## src/adg_map.svh

```systemverilog
// register offsets, field positions and reset values of the address/data gpio port
`ifndef ADG_MAP_SVH
`define ADG_MAP_SVH

// output latch: word and low byte share one address, high byte sits one above
`define ADG_LATCH_OFS 32'hFFFF_F004
`define ADG_LATCH_HIGH_OFS 32'hFFFF_F005
// pin direction register
`define ADG_DIR_OFS 32'hFFFF_F024
`define ADG_DIR_HIGH_OFS 32'hFFFF_F025
// pin function select register
`define ADG_FUNC_OFS 32'h0FFF_F044
`define ADG_FUNC_HIGH_OFS 32'h0FFF_F045
// status register: upper bus pin conflict flag
`define ADG_STAT_OFS 32'hFFFF_F0F0

// reset values
`define ADG_LATCH_RST 16'h0000
`define ADG_DIR_RST 16'hFFFF
`define ADG_FUNC_RST 16'h0000

// field positions
`define ADG_BIT_IDX_MSB 2
`define ADG_BIT_VAL_POS 3
`define ADG_FLASH_PIN 5
`define ADG_STAT_CONFLICT_POS 0
`define ADG_AREA_WIDTH_8BIT 4'h0

`endif

```

## src/adg_pkg.sv

```systemverilog
// types shared by the address/data gpio port
package adg_pkg;

    // access size of one register bus request
    typedef enum logic [1:0] {
        adg_acc_word,
        adg_acc_byte,
        adg_acc_bit
    } adg_acc_t;

    // one request on the register port
    typedef struct packed {
        logic [31:0] addr;
        logic [15:0] wdata;
        logic wr;
        logic rd;
        adg_acc_t acc;
    } adg_bus_req_t;

    // drive side of one group of pins
    typedef struct packed {
        logic [15:0] level;
        logic [15:0] oe;
    } adg_drive_t;

endpackage : adg_pkg

```

## src/adg_port.sv

```systemverilog
// sixteen-pin gpio port shared with the multiplexed address/data bus
`include "adg_map.svh"

module adg_port (
    input wire logic clk,
    input wire logic reset,
    // register port
    input wire adg_pkg::adg_bus_req_t bus_req,
    output logic [15:0] rdata,
    // pins, split into input, output and enable
    input wire logic [15:0] pin_in,
    output logic [15:0] pin_out,
    output logic [15:0] pin_oe,
    // external bus controller side
    input wire adg_pkg::adg_drive_t muxed_addr_data_drive,
    output logic [15:0] muxed_addr_data_bit,
    // flash programming mode
    input wire logic flash_mode,
    output logic flash_mode_pin,
    // bus configuration seen from the bus controller
    input wire logic separate_bus_mode_bit,
    input wire logic [3:0] area_bus_width_bits,
    output logic upper_bus_conflict
);

    // register state
    logic [15:0] port_output_latch; // output data latch
    logic [15:0] pin_direction_reg; // 1 input, 0 output
    logic [15:0] pin_function_select; // 1 bus pin, 0 port pin
    logic [15:0] pin_level; // synchronised pin levels
    logic [15:0] latch_view; // latch as software reads it

    // address decode
    logic hit_latch;
    logic hit_dir;
    logic hit_func;
    logic hit_stat;
    logic hit_high; // odd byte address selects the high byte
    logic wr_latch;
    logic wr_dir;
    logic wr_func;

    // next values
    logic [15:0] next_latch;
    logic [15:0] next_dir;
    logic [15:0] next_func;
    logic [15:0] next_rdata;

    // merge a write into a 16-bit register by access size
    function automatic logic [15:0] merge_write(
        input logic [15:0] cur,
        input adg_pkg::adg_acc_t acc,
        input logic high,
        input logic [15:0] wd
    );
        logic [15:0] res;
        logic [3:0] idx;
        res = cur;
        idx = {high, wd[`ADG_BIT_IDX_MSB:0]};
        unique case (acc)
            adg_pkg::adg_acc_word: begin
                // a word write at the odd address is misaligned and dropped
                if (!high) begin
                    res = wd;
                end
            end
            adg_pkg::adg_acc_byte: begin
                // high byte lane carries bits 8 to 15 in its bits 0 to 7
                if (high) begin
                    res[15:8] = wd[7:0];
                end else begin
                    res[7:0] = wd[7:0];
                end
            end
            adg_pkg::adg_acc_bit: begin
                // single bit set or clear without touching its neighbours
                res[idx] = wd[`ADG_BIT_VAL_POS];
            end
            default: begin
                // unused access code writes nothing
                res = cur;
            end
        endcase
        return res;
    endfunction : merge_write

    // shape a 16-bit value for the bus by access size
    function automatic logic [15:0] shape_read(
        input logic [15:0] val,
        input adg_pkg::adg_acc_t acc,
        input logic high
    );
        logic [15:0] res;
        res = 16'h0000;
        if (acc == adg_pkg::adg_acc_word) begin
            // misaligned word read returns zero
            res = high ? 16'h0000 : val;
        end else begin
            // byte and bit reads return the byte in the low lane
            res = high ? {8'h00, val[15:8]} : {8'h00, val[7:0]};
        end
        return res;
    endfunction : shape_read

    // decode of the register addresses
    always_comb begin
        hit_latch = (bus_req.addr == `ADG_LATCH_OFS) || (bus_req.addr == `ADG_LATCH_HIGH_OFS);
        hit_dir = (bus_req.addr == `ADG_DIR_OFS) || (bus_req.addr == `ADG_DIR_HIGH_OFS);
        hit_func = (bus_req.addr == `ADG_FUNC_OFS) || (bus_req.addr == `ADG_FUNC_HIGH_OFS);
        hit_stat = (bus_req.addr == `ADG_STAT_OFS);
        hit_high = bus_req.addr[0];
        wr_latch = bus_req.wr && hit_latch;
        wr_dir = bus_req.wr && hit_dir;
        wr_func = bus_req.wr && hit_func;
    end

    // next register values from the write path
    always_comb begin
        next_latch = merge_write(port_output_latch, bus_req.acc, hit_high, bus_req.wdata);
        next_dir = merge_write(pin_direction_reg, bus_req.acc, hit_high, bus_req.wdata);
        next_func = merge_write(pin_function_select, bus_req.acc, hit_high, bus_req.wdata);
    end

    // output latch, cleared by reset
    always_ff @(posedge clk) begin
        if (reset) begin
            port_output_latch <= `ADG_LATCH_RST;
        end else if (wr_latch) begin
            port_output_latch <= next_latch;
        end
    end

    // direction register; all inputs after reset so no pin fights the board
    always_ff @(posedge clk) begin
        if (reset) begin
            pin_direction_reg <= `ADG_DIR_RST;
        end else if (wr_dir) begin
            pin_direction_reg <= next_dir;
        end
    end

    // function select register, every pin a port pin after reset
    always_ff @(posedge clk) begin
        if (reset) begin
            pin_function_select <= `ADG_FUNC_RST;
        end else if (wr_func) begin
            pin_function_select <= next_func;
        end
    end

    // latch reads show the pin level for pins set as port inputs
    always_comb begin
        latch_view = (pin_direction_reg & ~pin_function_select & pin_level)
            | (~(pin_direction_reg & ~pin_function_select) & port_output_latch);
    end

    // read mux; unmapped addresses read as zero
    always_comb begin
        next_rdata = 16'h0000;
        if (hit_latch) begin
            next_rdata = shape_read(latch_view, bus_req.acc, hit_high);
        end else if (hit_dir) begin
            next_rdata = shape_read(pin_direction_reg, bus_req.acc, hit_high);
        end else if (hit_func) begin
            next_rdata = shape_read(pin_function_select, bus_req.acc, hit_high);
        end else if (hit_stat) begin
            next_rdata[`ADG_STAT_CONFLICT_POS] = upper_bus_conflict;
        end
    end

    // read data stands only in the cycle after the read strobe
    always_ff @(posedge clk) begin
        if (reset) begin
            rdata <= 16'h0000;
        end else if (bus_req.rd) begin
            rdata <= next_rdata;
        end else begin
            rdata <= 16'h0000;
        end
    end

    // one cell per pin; flash mode takes pin 5 without register help
    genvar gi;
    generate
        for (gi = 0; gi < 16; gi++) begin : g_pin
            adg_pin_cell u_cell (
                .clk(clk),
                .reset(reset),
                .pin_in(pin_in[gi]),
                .latch_bit(port_output_latch[gi]),
                .dir_input(pin_direction_reg[gi]),
                .func_bus(pin_function_select[gi]),
                .bus_out(muxed_addr_data_drive.level[gi]),
                .bus_oe(muxed_addr_data_drive.oe[gi]),
                .force_input(flash_mode && (gi == `ADG_FLASH_PIN)),
                .pin_out(pin_out[gi]),
                .pin_oe(pin_oe[gi]),
                .pin_level(pin_level[gi])
            );
        end
    endgenerate

    // bus controller sees the synchronised pins of its own bits only
    always_ff @(posedge clk) begin
        if (reset) begin
            muxed_addr_data_bit <= 16'h0000;
        end else begin
            muxed_addr_data_bit <= pin_level & pin_function_select;
        end
    end

    // flash mode level of pin 5, held low outside flash mode
    always_ff @(posedge clk) begin
        if (reset) begin
            flash_mode_pin <= 1'b0;
        end else begin
            flash_mode_pin <= flash_mode && pin_level[`ADG_FLASH_PIN];
        end
    end

    // flag software selecting upper bus pins on an 8-bit separate bus;
    // the hardware cannot refuse it, it only reports it
    always_ff @(posedge clk) begin
        if (reset) begin
            upper_bus_conflict <= 1'b0;
        end else begin
            upper_bus_conflict <= separate_bus_mode_bit
                && (area_bus_width_bits == `ADG_AREA_WIDTH_8BIT)
                && (|pin_function_select[15:8]);
        end
    end
endmodule : adg_port

```

## src/adg_pin_cell.sv

```systemverilog
// one pin of the port: input synchroniser and output selection
module adg_pin_cell (
    input wire logic clk,
    input wire logic reset,
    input wire logic pin_in,
    input wire logic latch_bit,
    input wire logic dir_input,
    input wire logic func_bus,
    input wire logic bus_out,
    input wire logic bus_oe,
    input wire logic force_input,
    output logic pin_out,
    output logic pin_oe,
    output logic pin_level
);

    // first stage, read only by the second stage
    logic sync_first;

    // two flip-flops before anything looks at the pin
    always_ff @(posedge clk) begin
        if (reset) begin
            sync_first <= 1'b0;
            pin_level <= 1'b0;
        end else begin
            sync_first <= pin_in;
            pin_level <= sync_first;
        end
    end

    // output mux: flash mode wins, then bus function, then port latch
    always_comb begin
        if (force_input) begin
            // flash mode owns the pin as an input
            pin_out = 1'b0;
            pin_oe = 1'b0;
        end else if (func_bus) begin
            // bus controller drives and turns the pin around
            pin_out = bus_out;
            pin_oe = bus_oe;
        end else begin
            // port mode: latch value drives when direction is output
            pin_out = latch_bit;
            pin_oe = ~dir_input;
        end
    end

endmodule : adg_pin_cell

```

## config.mk

```make
export PLATFORM = sky130hd
export DESIGN_NAME = adg_port
export DESIGN_NICKNAME = d
export VERILOG_FILES = /design/src/adg_pkg.sv /design/src/adg_port.sv /design/src/adg_pin_cell.sv
export VERILOG_INCLUDE_DIRS = /design/src
export SDC_FILE = /design/constraint.sdc
export NUM_CORES = 1
export LEC_CHECK = 0
export BUFFER_PORTS_ARGS = -buffer_cell sky130_fd_sc_hd__buf_4
export CAP_MARGIN = 25
export CORE_ASPECT_RATIO = 1.5
export CORE_MARGIN = 8
export CORE_UTILIZATION = 44
export CTS_BUF_LIST = sky130_fd_sc_hd__clkbuf_8
export CTS_CLUSTER_SIZE = 24
export DETAILED_ROUTE_END_ITERATION = 8
export GPL_ROUTABILITY_DRIVEN = 0
export HOLD_SLACK_MARGIN = 0.03
export PLACE_DENSITY_LB_ADDON = 0.12
export REMOVE_ABC_BUFFERS = 1
export SETUP_SLACK_MARGIN = 0.4
export SKIP_LAST_GASP = 1
export SLEW_MARGIN = 5
export SYNTH_ARGS = -nofsm -noshare
export SYNTH_HDL_FRONTEND = slang
export SYNTH_SLANG_ARGS = --single-unit
```

## constraint.sdc

```tcl
create_clock -name clk -period 2.8 [get_ports clk]
set_clock_uncertainty 0.1 [all_clocks]
set_input_delay 0.7 -clock clk [delete_from_list [all_inputs] [get_ports clk]]
set_output_delay 0.7 -clock clk [all_outputs]
set_load 0.01 [all_outputs]
```

Word-level counts from Yosys, hierarchy flattened
Index checks and enable logic that the tools add are counted.
{ "word_totals": {"elab_cells": 160, "register_bits": 114} }
{ "classes": {"mux": 59, "n_reduce_logical": 21, "bitwise_logic": 24, "n_eq_ne": 12, "order_cmp": 2} }
{ "ops": {"columns": ["cell", "count"], "rows": [
  ["equality test 32 bit, second input constant", 5],
  ["2-to-1 mux 16 bit", 9],
  ["one-hot mux 16 bit (3 select lines)", 3],
  ["AND 16 bit", 4],
  ["equality test 32 x 28 -> 1 bit, second input constant", 2],
  ["bitwise mux 16 bit", 3],
  ["2-to-1 mux 8 bit", 5],
  ["2-to-1 mux 1 bit", 37],
  ["inverter 16 bit", 2],
  ["AND reduction 4 bit", 6],
  ["inverter 1 bit", 17],
  ["bitwise OR 16 bit", 1],
  ["2-to-1 mux 15 bit", 1],
  ["OR reduction 8 bit", 1],
  ["logical AND 1 bit", 7],
  ["inequality test 2 bit, second input constant", 3],
  ["< comparator 4 x 5 -> 1 bit, second input constant", 1],
  ["demux 1 bit (select 4 bit)", 1],
  ["greater-or-equal comparator 4 x 1 -> 1 bit, second input constant", 1],
  ["zero test 4 bit", 1],
  ["logical OR 1 bit", 3],
  ["nonzero test 3 bit", 1],
  ["equality test 2 x 1 -> 1 bit, second input constant", 1],
  ["equality test 2 bit, second input constant", 1],
  ["2 further kinds", 2]
]} }

Logic depth before layout (Yosys ltp)
Gate-level depths: netlist of run 1.
{ "depth": {"word_depth": 8, "mapped_depth": 9} }

Cells and area by module
From an unflattened synthesis of run 1, not the netlist that was laid out.
{ "hier_totals": {"cells_unflattened": 704, "area_unflattened_um2": 5900.7} }
{ "by_module_without_submodules": {"columns": ["module", "seq_area_each_um2", "area_per_inst_um2", "cells_each", "n_inst"], "rows": [
  ["adg_port", 1641.6, 4539.4, 560, 1],
  ["adg_pin_cell", 40.0, 85.1, 9, 16]
]} }

Worst setup path before layout of run 1
No wires, ideal clock.
{ "synth_path": {"path_kind": "input-to-reg", "from": "in bus_req[30] (netlist bit)", "to": "reg pin_direction_reg[5]", "arrival_ns": 2.401, "n_path_buf": 2, "cell_stages": 7, "setup_slack_ns": 0.183, "path_cell_list": "nand4b_4 > or4_1 > buf_2 > nor4_4 > buf_4 > nand2_1 > a21bo_2"} }
{ "synth_via": {"elab_chain_cells": 4, "word_cells_on_any_way": 5} }
{ "synth_rtl": {"columns": ["item", "line", "rtl"], "rows": [
  ["start, declared", "adg_port.sv:8", "input wire adg_pkg::adg_bus_req_t bus_req,"],
  ["equality test 32 bit (no line)", null, null],
  ["logical OR 1 bit (*)", "adg_port.sv:108", "hit_dir = (bus_req.addr == `ADG_DIR_OFS) || (bus_req.addr == `ADG_DIR_HIGH_OFS);"],
  ["logical AND 1 bit (*)", "adg_port.sv:113", "wr_dir = bus_req.wr && hit_dir;"],
  ["AND reduction 4 bit (no line) (*)", null, null],
  ["end signal, assigned", "adg_port.sv:136", "pin_direction_reg <= `ADG_DIR_RST;"],
  ["end signal, assigned", "adg_port.sv:138", "pin_direction_reg <= next_dir;"],
  ["end, declared", "adg_port.sv:28", "logic [15:0] pin_direction_reg;"]
]} }
Mark *: on every way between the ends. The rest lies on a longest branch, timed or not.
A chain may end at the register's enable or synchronous reset.

Worst setup path in the final report of run 1
{ "layout_path": {"from": "reg pin_function_select[9]", "to": "out pin_out[9]"} }
{ "layout_via": {"elab_chain_cells": 1} }
{ "layout_rtl": {"columns": ["item", "line", "rtl"], "rows": [
  ["start, declared", "adg_port.sv:29", "logic [15:0] pin_function_select;"],
  ["start signal, assigned", "adg_port.sv:145", "pin_function_select <= `ADG_FUNC_RST;"],
  ["start signal, assigned", "adg_port.sv:147", "pin_function_select <= next_func;"],
  ["2-to-1 mux 1 bit", "adg_pin_cell.sv:37", "end else if (func_bus) begin"],
  ["end, declared", "adg_port.sv:12", "output logic [15:0] pin_out,"]
]} }
Every way passes these cells.

==> results of run 1 <==
-- cell usage in the layout, fill, tap and decap left out, drive strengths merged, types with 17 or more instances in the layout --
| master | synthesis | final |
|---|---|---|
| buf | 43 | 206 |
| a211oi | 23 | 23 |
| mux2 | 17 | 17 |
| a21oi | 77 | 77 |
| dfxtp | 114 | 114 |
| o21ai | 34 | 34 |
| nor4 | 17 | 17 |
| nand2 | 61 | 61 |
| a31oi | 19 | 19 |
| nor2b | 55 | 55 |
| nor2 | 57 | 57 |
| clkbuf | 35 | 18 |
| inv | 30 | 33 |
-- routing by layer --
metal  up-vias  wire [um]  global-route usage, %
met4         0        595                   9.92
li1       2914          -                      -
met1      2846       7790                   24.9
met5         -          0                      0
met2       239      10500                   39.4
met3        41       1350                   4.47
-- synthesized netlist by cell type (4+ instances only) --
cell | n | area share, %
sky130_fd_sc_hd__a21oi_1 | 77 | 6.3
sky130_fd_sc_hd__a22oi_1 | 15 | 1.8
sky130_fd_sc_hd__mux2i_1 | 12 | 2.0
sky130_fd_sc_hd__a31oi_1 | 19 | 1.9
sky130_fd_sc_hd__and2_1 | 4 | 0.41
sky130_fd_sc_hd__nor2b_1 | 55 | 5.6
sky130_fd_sc_hd__ha_1 | 4 | 0.82
sky130_fd_sc_hd__mux2_2 | 17 | 3.1
sky130_fd_sc_hd__a211oi_1 | 20 | 2.5
sky130_fd_sc_hd__o21ai_0 | 34 | 2.8
sky130_fd_sc_hd__inv_1 | 30 | 1.8
sky130_fd_sc_hd__o31ai_1 | 4 | 0.49
sky130_fd_sc_hd__a21o_1 | 16 | 2.0
sky130_fd_sc_hd__nor4_4 | 4 | 1.4
sky130_fd_sc_hd__nor2_1 | 57 | 3.5
sky130_fd_sc_hd__nand2b_1 | 12 | 1.2
sky130_fd_sc_hd__nand3_1 | 4 | 0.33
sky130_fd_sc_hd__nand2_1 | 61 | 3.7
sky130_fd_sc_hd__dfxtp_1 | 114 | 37
sky130_fd_sc_hd__clkbuf_1 | 35 | 2.1
sky130_fd_sc_hd__o21a_1 | 4 | 0.49
sky130_fd_sc_hd__nor4_1 | 11 | 1.1
sky130_fd_sc_hd__buf_4 | 33 | 4.0
sky130_fd_sc_hd__nand4_1 | 7 | 0.71
sky130_fd_sc_hd__a21boi_0 | 11 | 1.3
sky130_fd_sc_hd__o22ai_1 | 10 | 1.0
sky130_fd_sc_hd__buf_2 | 4 | 0.33
-- kinds of logic (layout without fill, tap and decap cells) --
kind of cell               after synthesis  after routing  share of synthesized area, %
muxes                                   29             29                          5.08
and+or+nand+nor                        243            243                          22.3
buffers and inverters                  109            269                          9.15
adders and majority gates                4              4                         0.817
AOI/OAI and AO/OA                      241            241                          25.4
DFF                                    114            114                          37.2
-- power by group through the flow --
stage                     Sequential, W  Combinational [W]  Clock [W]
after floorplan                 0.00168           0.000191          0
after global placement          0.00169           0.000422          0
after detailed placement        0.00169           0.000430          0
after CTS                       0.00165           0.000432    0.00160
after global routing            0.00165           0.000478    0.00168
final                           0.00165           0.000439    0.00158
-- worst paths after layout --
check                             from  cells past startpoint                endpoint
max             pin_function_select[9]                      2              pin_out[9]
min          g_pin[9].u_cell.pin_level                      2  muxed_addr_data_bit[9]
max reg2reg      pin_direction_reg[12]                      5                rdata[4]
min reg2reg  g_pin[9].u_cell.pin_level                      2  muxed_addr_data_bit[9]
-- critical path, delay by kind of cell (launching register included) --
kind     cells  cell delay, ns
flops        1            0.55
mux          1            0.39
buf+inv      1            0.14
-- per-stage QoR --
| stage | TNS, ns | area (um2) | cells | power [W] |
|---|---|---|---|---|
| after floorplan | -6.05 | 5680 | 662 | 0.00188 |
| after global placement | 0 | 7470 | 1033 | 0.00211 |
| after detailed placement | -0.0190 | 7470 | 1033 | 0.00212 |
| after CTS | 0 | 7880 | 1065 | 0.00369 |
| after global routing | 0 | 7890 | 1065 | 0.00380 |
| final | 0 | 7890 | 1065 | 0.00367 |
-- cell type report --
type | instances | area, um2 | area share (%)
Inverter | 31 | 116 | 1.47
Sequential cell | 114 | 2280 | 28.9
Clock buffer | 18 | 248 | 3.14
Multi-Input combinational cell | 517 | 3300 | 41.8
Tap cell | 165 | 206 | 2.62
Clock inverter | 14 | 156 | 1.98
Timing Repair Buffer | 206 | 1580 | 20.1
-- timing repair --
item,CTS,global route
resized for setup,1,3
setup endpoints to repair,1,21
endpoints found under the hold margin,0,0
pin swaps,0,1
==> reports/qor.tcl, run 1 <==
set qor(netlist_instances) 740
set qor(leakage_nw) 3.37
set qor(die_area_um2) 18000
set qor(final_period_minus_worst_setup_slack_ns) 2.32
set qor(cts.sink_count) 114
set qor(cts_tree) {built}
set qor(cp-end-kind) {primary output}
set qor(sequential_group_share_of_total_power_pct) 45.0
set qor(worstPathCellList) {mux2_2 > buf_4}
set qor(number_of_global_route_vias_before_repair) 6155
set qor(clk_pin_slew_worst_paths_ns) 0.08
set qor(async_flop_share_pct) 0
set qor(ys_seq_area_share_pct) 37.2
set qor(synth_area_um2) 6130
set qor(io_buffers) 173
set qor(hold_path_class) {flop to flop}
set qor(status) {completed}
set qor(cpMaxStageDelayCell) {sky130_fd_sc_hd__dfxtp_1}
set qor(cellPowerDensity_nw_per_um2) 465
set qor(hold_violations) 0
set qor(drt_first_iter_violations) 412
set qor(start_util_pct) 44.4
set qor(p_comb_share_pct) 12.0
set qor(average_wire_per_standard_cell_um) 19.0
set qor(ys_warn_count) 0
set qor(layout.filler_cells) 1290
set qor(hpwlAfterDp_um) 15400
set qor(end_of_flow_core_utilization_pct) 57.2
set qor(final_worst_setup_slack_ns) 0.477
set qor(timing.critical_path.fanout_max) 10
set qor(reg2reg_slack_ns) 0.98
set qor(register_bit_count_reported_by_yosys) 114
set qor(die_height_um) 161
set qor(max_cap_viol_count) 0
set qor(power_switching_share_pct) 27.5
set qor(clk-insertion-delay-late_ns) 0.44
set qor(grt_max_degree) 54
set qor(grt_overflow_total) 0
set qor(nNetsFinal) 999
set qor(first_pass_iters) 7
set qor(slew_of_the_pin_with_the_lowest_slew_margin_ns) 0.680
set qor(period_share_pct) 83.0
set qor(route.vias.total) 6040
set qor(hold_slack_ns) 0.330
set qor(core_region_area_um2) 13800
set qor(gr-usage-all-layers_pct) 22.2
set qor(syn-mean-instance-area_um2) 8.28
set qor(rsz0062_at_grt) {true}
set qor(detail_route.vias_per_cell) 5.67
set qor(post-cts-setup-buffers) 0
set qor(cts.path.max_buffers) 2
set qor(rows) 53
set qor(area_overhead_vs_synth_pct) 28.8
set qor(fmaxAchievable_mhz) 430
set qor(setup-violations-final) 0
set qor(grt_antenna_before_repair) 0
set qor(timing_worst_setup_path_type) {flop to primary output}
set qor(h-tree-depth) 4
set qor(die_w_um) 112
set qor(main_synth_ff_type) {sky130_fd_sc_hd__dfxtp_1}
set qor(dp_worst_setup_slack_ns) -0.0105
set qor(max-vdd-ir-drop_v) 0.000313
set qor(cellInternalPower_w) 0.00266
set qor(worst_slew_slack_as_a_fraction_of_its_limit_pct) 54.1
set qor(cts_hold_repair.buffers) 0
set qor(finalWirelength_um) 20200
set qor(setup.worst_path.start_class) {flop}
set qor(antenna_cells_inserted) 0
set qor(drc_violation_count_after_routing) 0
set qor(timing.critical_path.slowest_cell_delay_ns) 0.55
set qor(cts-root-buf) {sky130_fd_sc_hd__clkbuf_8}
set qor(power.share.clock_pct) 43.1
set qor(boundaryPins) 174
set qor(drive_above_1_share_pct) 31.1
set qor(timing.critical_path.required_ns) 2.00
set qor(timing.critical_path.arrival_ns) 1.52
set qor(maxSlewViolCount) 0
set qor(cell_variety_after_synth) 65
set qor(netSwitchingPower_w) 0.00101
set qor(wire_length_of_the_first_global_routing_pass_um) 31800
set qor(detail-route-antenna-nets) 0
set qor(number_of_flops_mapped_to_enable_cells_by_yosys) 0
set qor(numCtsBuffers) 17
No activity file was read; power rests on OpenSTA's default activity.
==> run 2: changes to the inputs <==
==> constraint.sdc (replaced) <==
create_clock -name clk -period 1.9 [get_ports clk]
set_clock_uncertainty 0.1 [all_clocks]
set_input_delay 0.475 -clock clk [delete_from_list [all_inputs] [get_ports clk]]
set_output_delay 0.475 -clock clk [all_outputs]
set_load 0.01 [all_outputs]
==> run 2 against run 1 <==
Compared with the run above: the run now ends with negative setup slack left; routed wire length increased by 25%; global-route usage grew 3.4 points; cell count rose by 14%; worst hold slack got worse by 0.20 ns; non-clock buffer count grew 146; clock power increased by 74%; via count up 17%; largest power group is now the clock network; total power rose by 65%; sequential power grew 46%; sequential cell count stayed put.
==> reports/qor.tcl, run 2 (synthesized netlist as in run 1, its figures left out) <==
set qor(antenna_cells_inserted) 0
set qor(die_height_um) 161
set qor(drc_violation_count_after_routing) 0
set qor(h-tree-depth) 4
set qor(drt_first_iter_violations) 464
set qor(power.share.clock_pct) 45.6
set qor(clk-insertion-delay-late_ns) 0.45
set qor(die_area_um2) 18000
set qor(leading_cell_type_in_the_layout_fill_and_taps_excluded) {sky130_fd_sc_hd__buf_4}
set qor(cp-end-kind) {flop}
set qor(leakage_nw) 4.61
set qor(timing.critical_path.slowest_cell_delay_ns) 0.55
set qor(cts_hold_repair.buffers) 0
set qor(finalWirelength_um) 25200
set qor(wire_length_of_the_first_global_routing_pass_um) 36600
set qor(area_overhead_vs_synth_pct) 67.1
set qor(io_buffers) 173
set qor(grt_antenna_before_repair) 0
set qor(rows) 53
set qor(fmaxAchievable_mhz) 476
set qor(setup_tns_ns) -6.32
set qor(worstPathCellList) {buf_4 > nand4_1 > or4_4 > buf_6 > buf_6 > nor4_4 > buf_4 > buf_12 > nand2_2 > a21bo_2}
set qor(final_period_minus_worst_setup_slack_ns) 2.10
set qor(cts.path.max_buffers) 2
set qor(first_pass_iters) 7
set qor(setup-violations-final) 60
set qor(gr-usage-all-layers_pct) 25.6
set qor(timing.critical_path.required_ns) 2.15
set qor(violations_in_the_final_reports) {negative setup slack}
set qor(cellPowerDensity_nw_per_um2) 589
set qor(cts_tree) {built}
set qor(die_w_um) 112
set qor(nNetsFinal) 1145
set qor(final_worst_setup_slack_ns) -0.203
set qor(status) {complete, but fails checks}
set qor(power_switching_share_pct) 25.3
set qor(cellInternalPower_w) 0.00451
set qor(met2WireLength_um) 13300
set qor(start_util_pct) 44.4
set qor(timing.critical_path.fanout_max) 8
set qor(clk_pin_slew_worst_paths_ns) 0.07
set qor(period_share_pct) 111
set qor(slew_of_the_pin_with_the_lowest_slew_margin_ns) 0.951
set qor(layout.filler_cells) 959
set qor(numCtsBuffers) 17
set qor(detail_route.vias_per_cell) 5.86
set qor(number_of_global_route_vias_before_repair) 7099
set qor(average_wire_per_standard_cell_um) 20.9
set qor(cpMaxStageDelayCell) {sky130_fd_sc_hd__or4_4}
set qor(hold_slack_ns) 0.135
set qor(most-common-layout-cells) {sky130_fd_sc_hd__buf_4, sky130_fd_sc_hd__dfxtp_1, sky130_fd_sc_hd__buf_6}
set qor(timing_worst_setup_path_type) {primary input to flop}
set qor(worst_slew_slack_as_a_fraction_of_its_limit_pct) 35.7
set qor(hpwlAfterDp_um) 16100
set qor(hold_violations) 0
set qor(cpLargestDelayFamily) {simple AND/OR/NAND/NOR gates}
set qor(dr.max_layer_used) {met4}
set qor(netSwitchingPower_w) 0.00153
set qor(drive_above_1_share_pct) 53.6
set qor(timing.critical_path.arrival_ns) 2.35
set qor(cp_num_buf_inv) 5
set qor(rsz0062_at_grt) {true}
set qor(p_comb_share_pct) 14.5
set qor(core_region_area_um2) 13800
set qor(hold_path_class) {primary input to flop}
set qor(route.vias.total) 7090
set qor(grt_overflow_total) 0
set qor(grt_max_degree) 51
set qor(cts-root-buf) {sky130_fd_sc_hd__clkbuf_8}
set qor(cts.sink_count) 114
set qor(detail-route-antenna-nets) 0
set qor(dr_wl_met3_um) 1880
set qor(boundaryPins) 174
set qor(max_cap_viol_count) 0
set qor(setup.worst_path.start_class) {primary input}
set qor(max-vdd-ir-drop_v) 0.000490
set qor(sequential_group_share_of_total_power_pct) 39.9
set qor(maxSlewViolCount) 0
set qor(wl_met1_um) 8850
==> run 2: cell types whose count changed in the layout (fill, tap and decap cells not counted), moves of 14 or more <==
cell and delta:
sky130_fd_sc_hd__buf_6 +71, sky130_fd_sc_hd__nand2_1 -14, sky130_fd_sc_hd__dfxtp_4 +15, sky130_fd_sc_hd__dfxtp_1 -30, sky130_fd_sc_hd__a21oi_2 +29, sky130_fd_sc_hd__dfxtp_2 +15
sky130_fd_sc_hd__a21oi_1 -30, sky130_fd_sc_hd__buf_4 +64
==> run 2: per-layer routing <==
layer  global-route usage [%]  vias up
met2                     46.6      380
met4                     13.6        0
met3                     6.01       98
met1                     26.5     3398
met5                        0        -
li1                         -     3214
==> run 2: path summary, 6_finish.rpt <==
| path | startpoint | end | slack [ns] | depth (start not counted) |
|---|---|---|---|---|
| worst max-delay path | bus_req[47] | pin_direction_reg[5] | -0.20 | 10 |
| worst min-delay path | pin_in[1] | g_pin[1].u_cell.sync_first | 0.13 | 2 |
| worst max register to register | pin_function_select[12] | rdata[4] | 0.20 | 6 |
| worst min register to register | g_pin[9].u_cell.pin_level | muxed_addr_data_bit[9] | 0.33 | 2 |
==> run 2: final cells by class <==
| type | instances | area, um2 | area share (%) |
|---|---|---|---|
| multi-input combinational | 517 | 4030 | 39.3 |
| tap | 165 | 206 | 2.02 |
| sequential | 114 | 2360 | 23.0 |
| clock inverter | 13 | 216 | 2.11 |
| clock buffer | 18 | 248 | 2.42 |
| inverter | 31 | 120 | 1.17 |
| timing repair buffer | 352 | 3060 | 29.9 |
==> run 2: timing repair <==
| item | CTS | global route |
|---|---|---|
| gates cloned | 2 | 3 |
| setup buffers | 49 | 18 |
| setup endpoints to repair | 96 | 100 |
| pin swaps | 43 | 68 |
| gates resized for setup | 199 | 107 |
==> run 2: worst register-to-register path: cells and delay by family (launching register included) <==
kind	cells	cell delay [ns]
flops	1	0.37
compound gates	3	0.74
buf+inv	1	0.13
simple gates	2	0.24
==> run 2: stage by stage <==
stage                     cells  area, um2  setup WS, ns  power [W]  util, %
after global placement     1107       8040        -0.580    0.00321     58.3
after CTS                  1189       9580        -0.153    0.00594     69.5
final                      1210      10200        -0.203    0.00604     74.2
after detailed placement   1107       8040        -0.636    0.00323     58.3
after floorplan             662       5680         -1.08    0.00276        -
after global routing       1210      10200        -0.263    0.00622     74.2
==> run 2: power groups by stage <==
| stage | logic, W | clock network [W] | registers [W] |
|---|---|---|---|
| 2_1_floorplan | 0.000281 | 0 | 0.00248 |
| 3_3_place_gp | 0.000727 | 0 | 0.00249 |
| 3_5_place_dp | 0.000742 | 0 | 0.00249 |
| 4_1_cts | 0.000788 | 0.00274 | 0.00241 |
| 5_1_grt | 0.000929 | 0.00287 | 0.00241 |
| 6_report | 0.000873 | 0.00275 | 0.00241 |
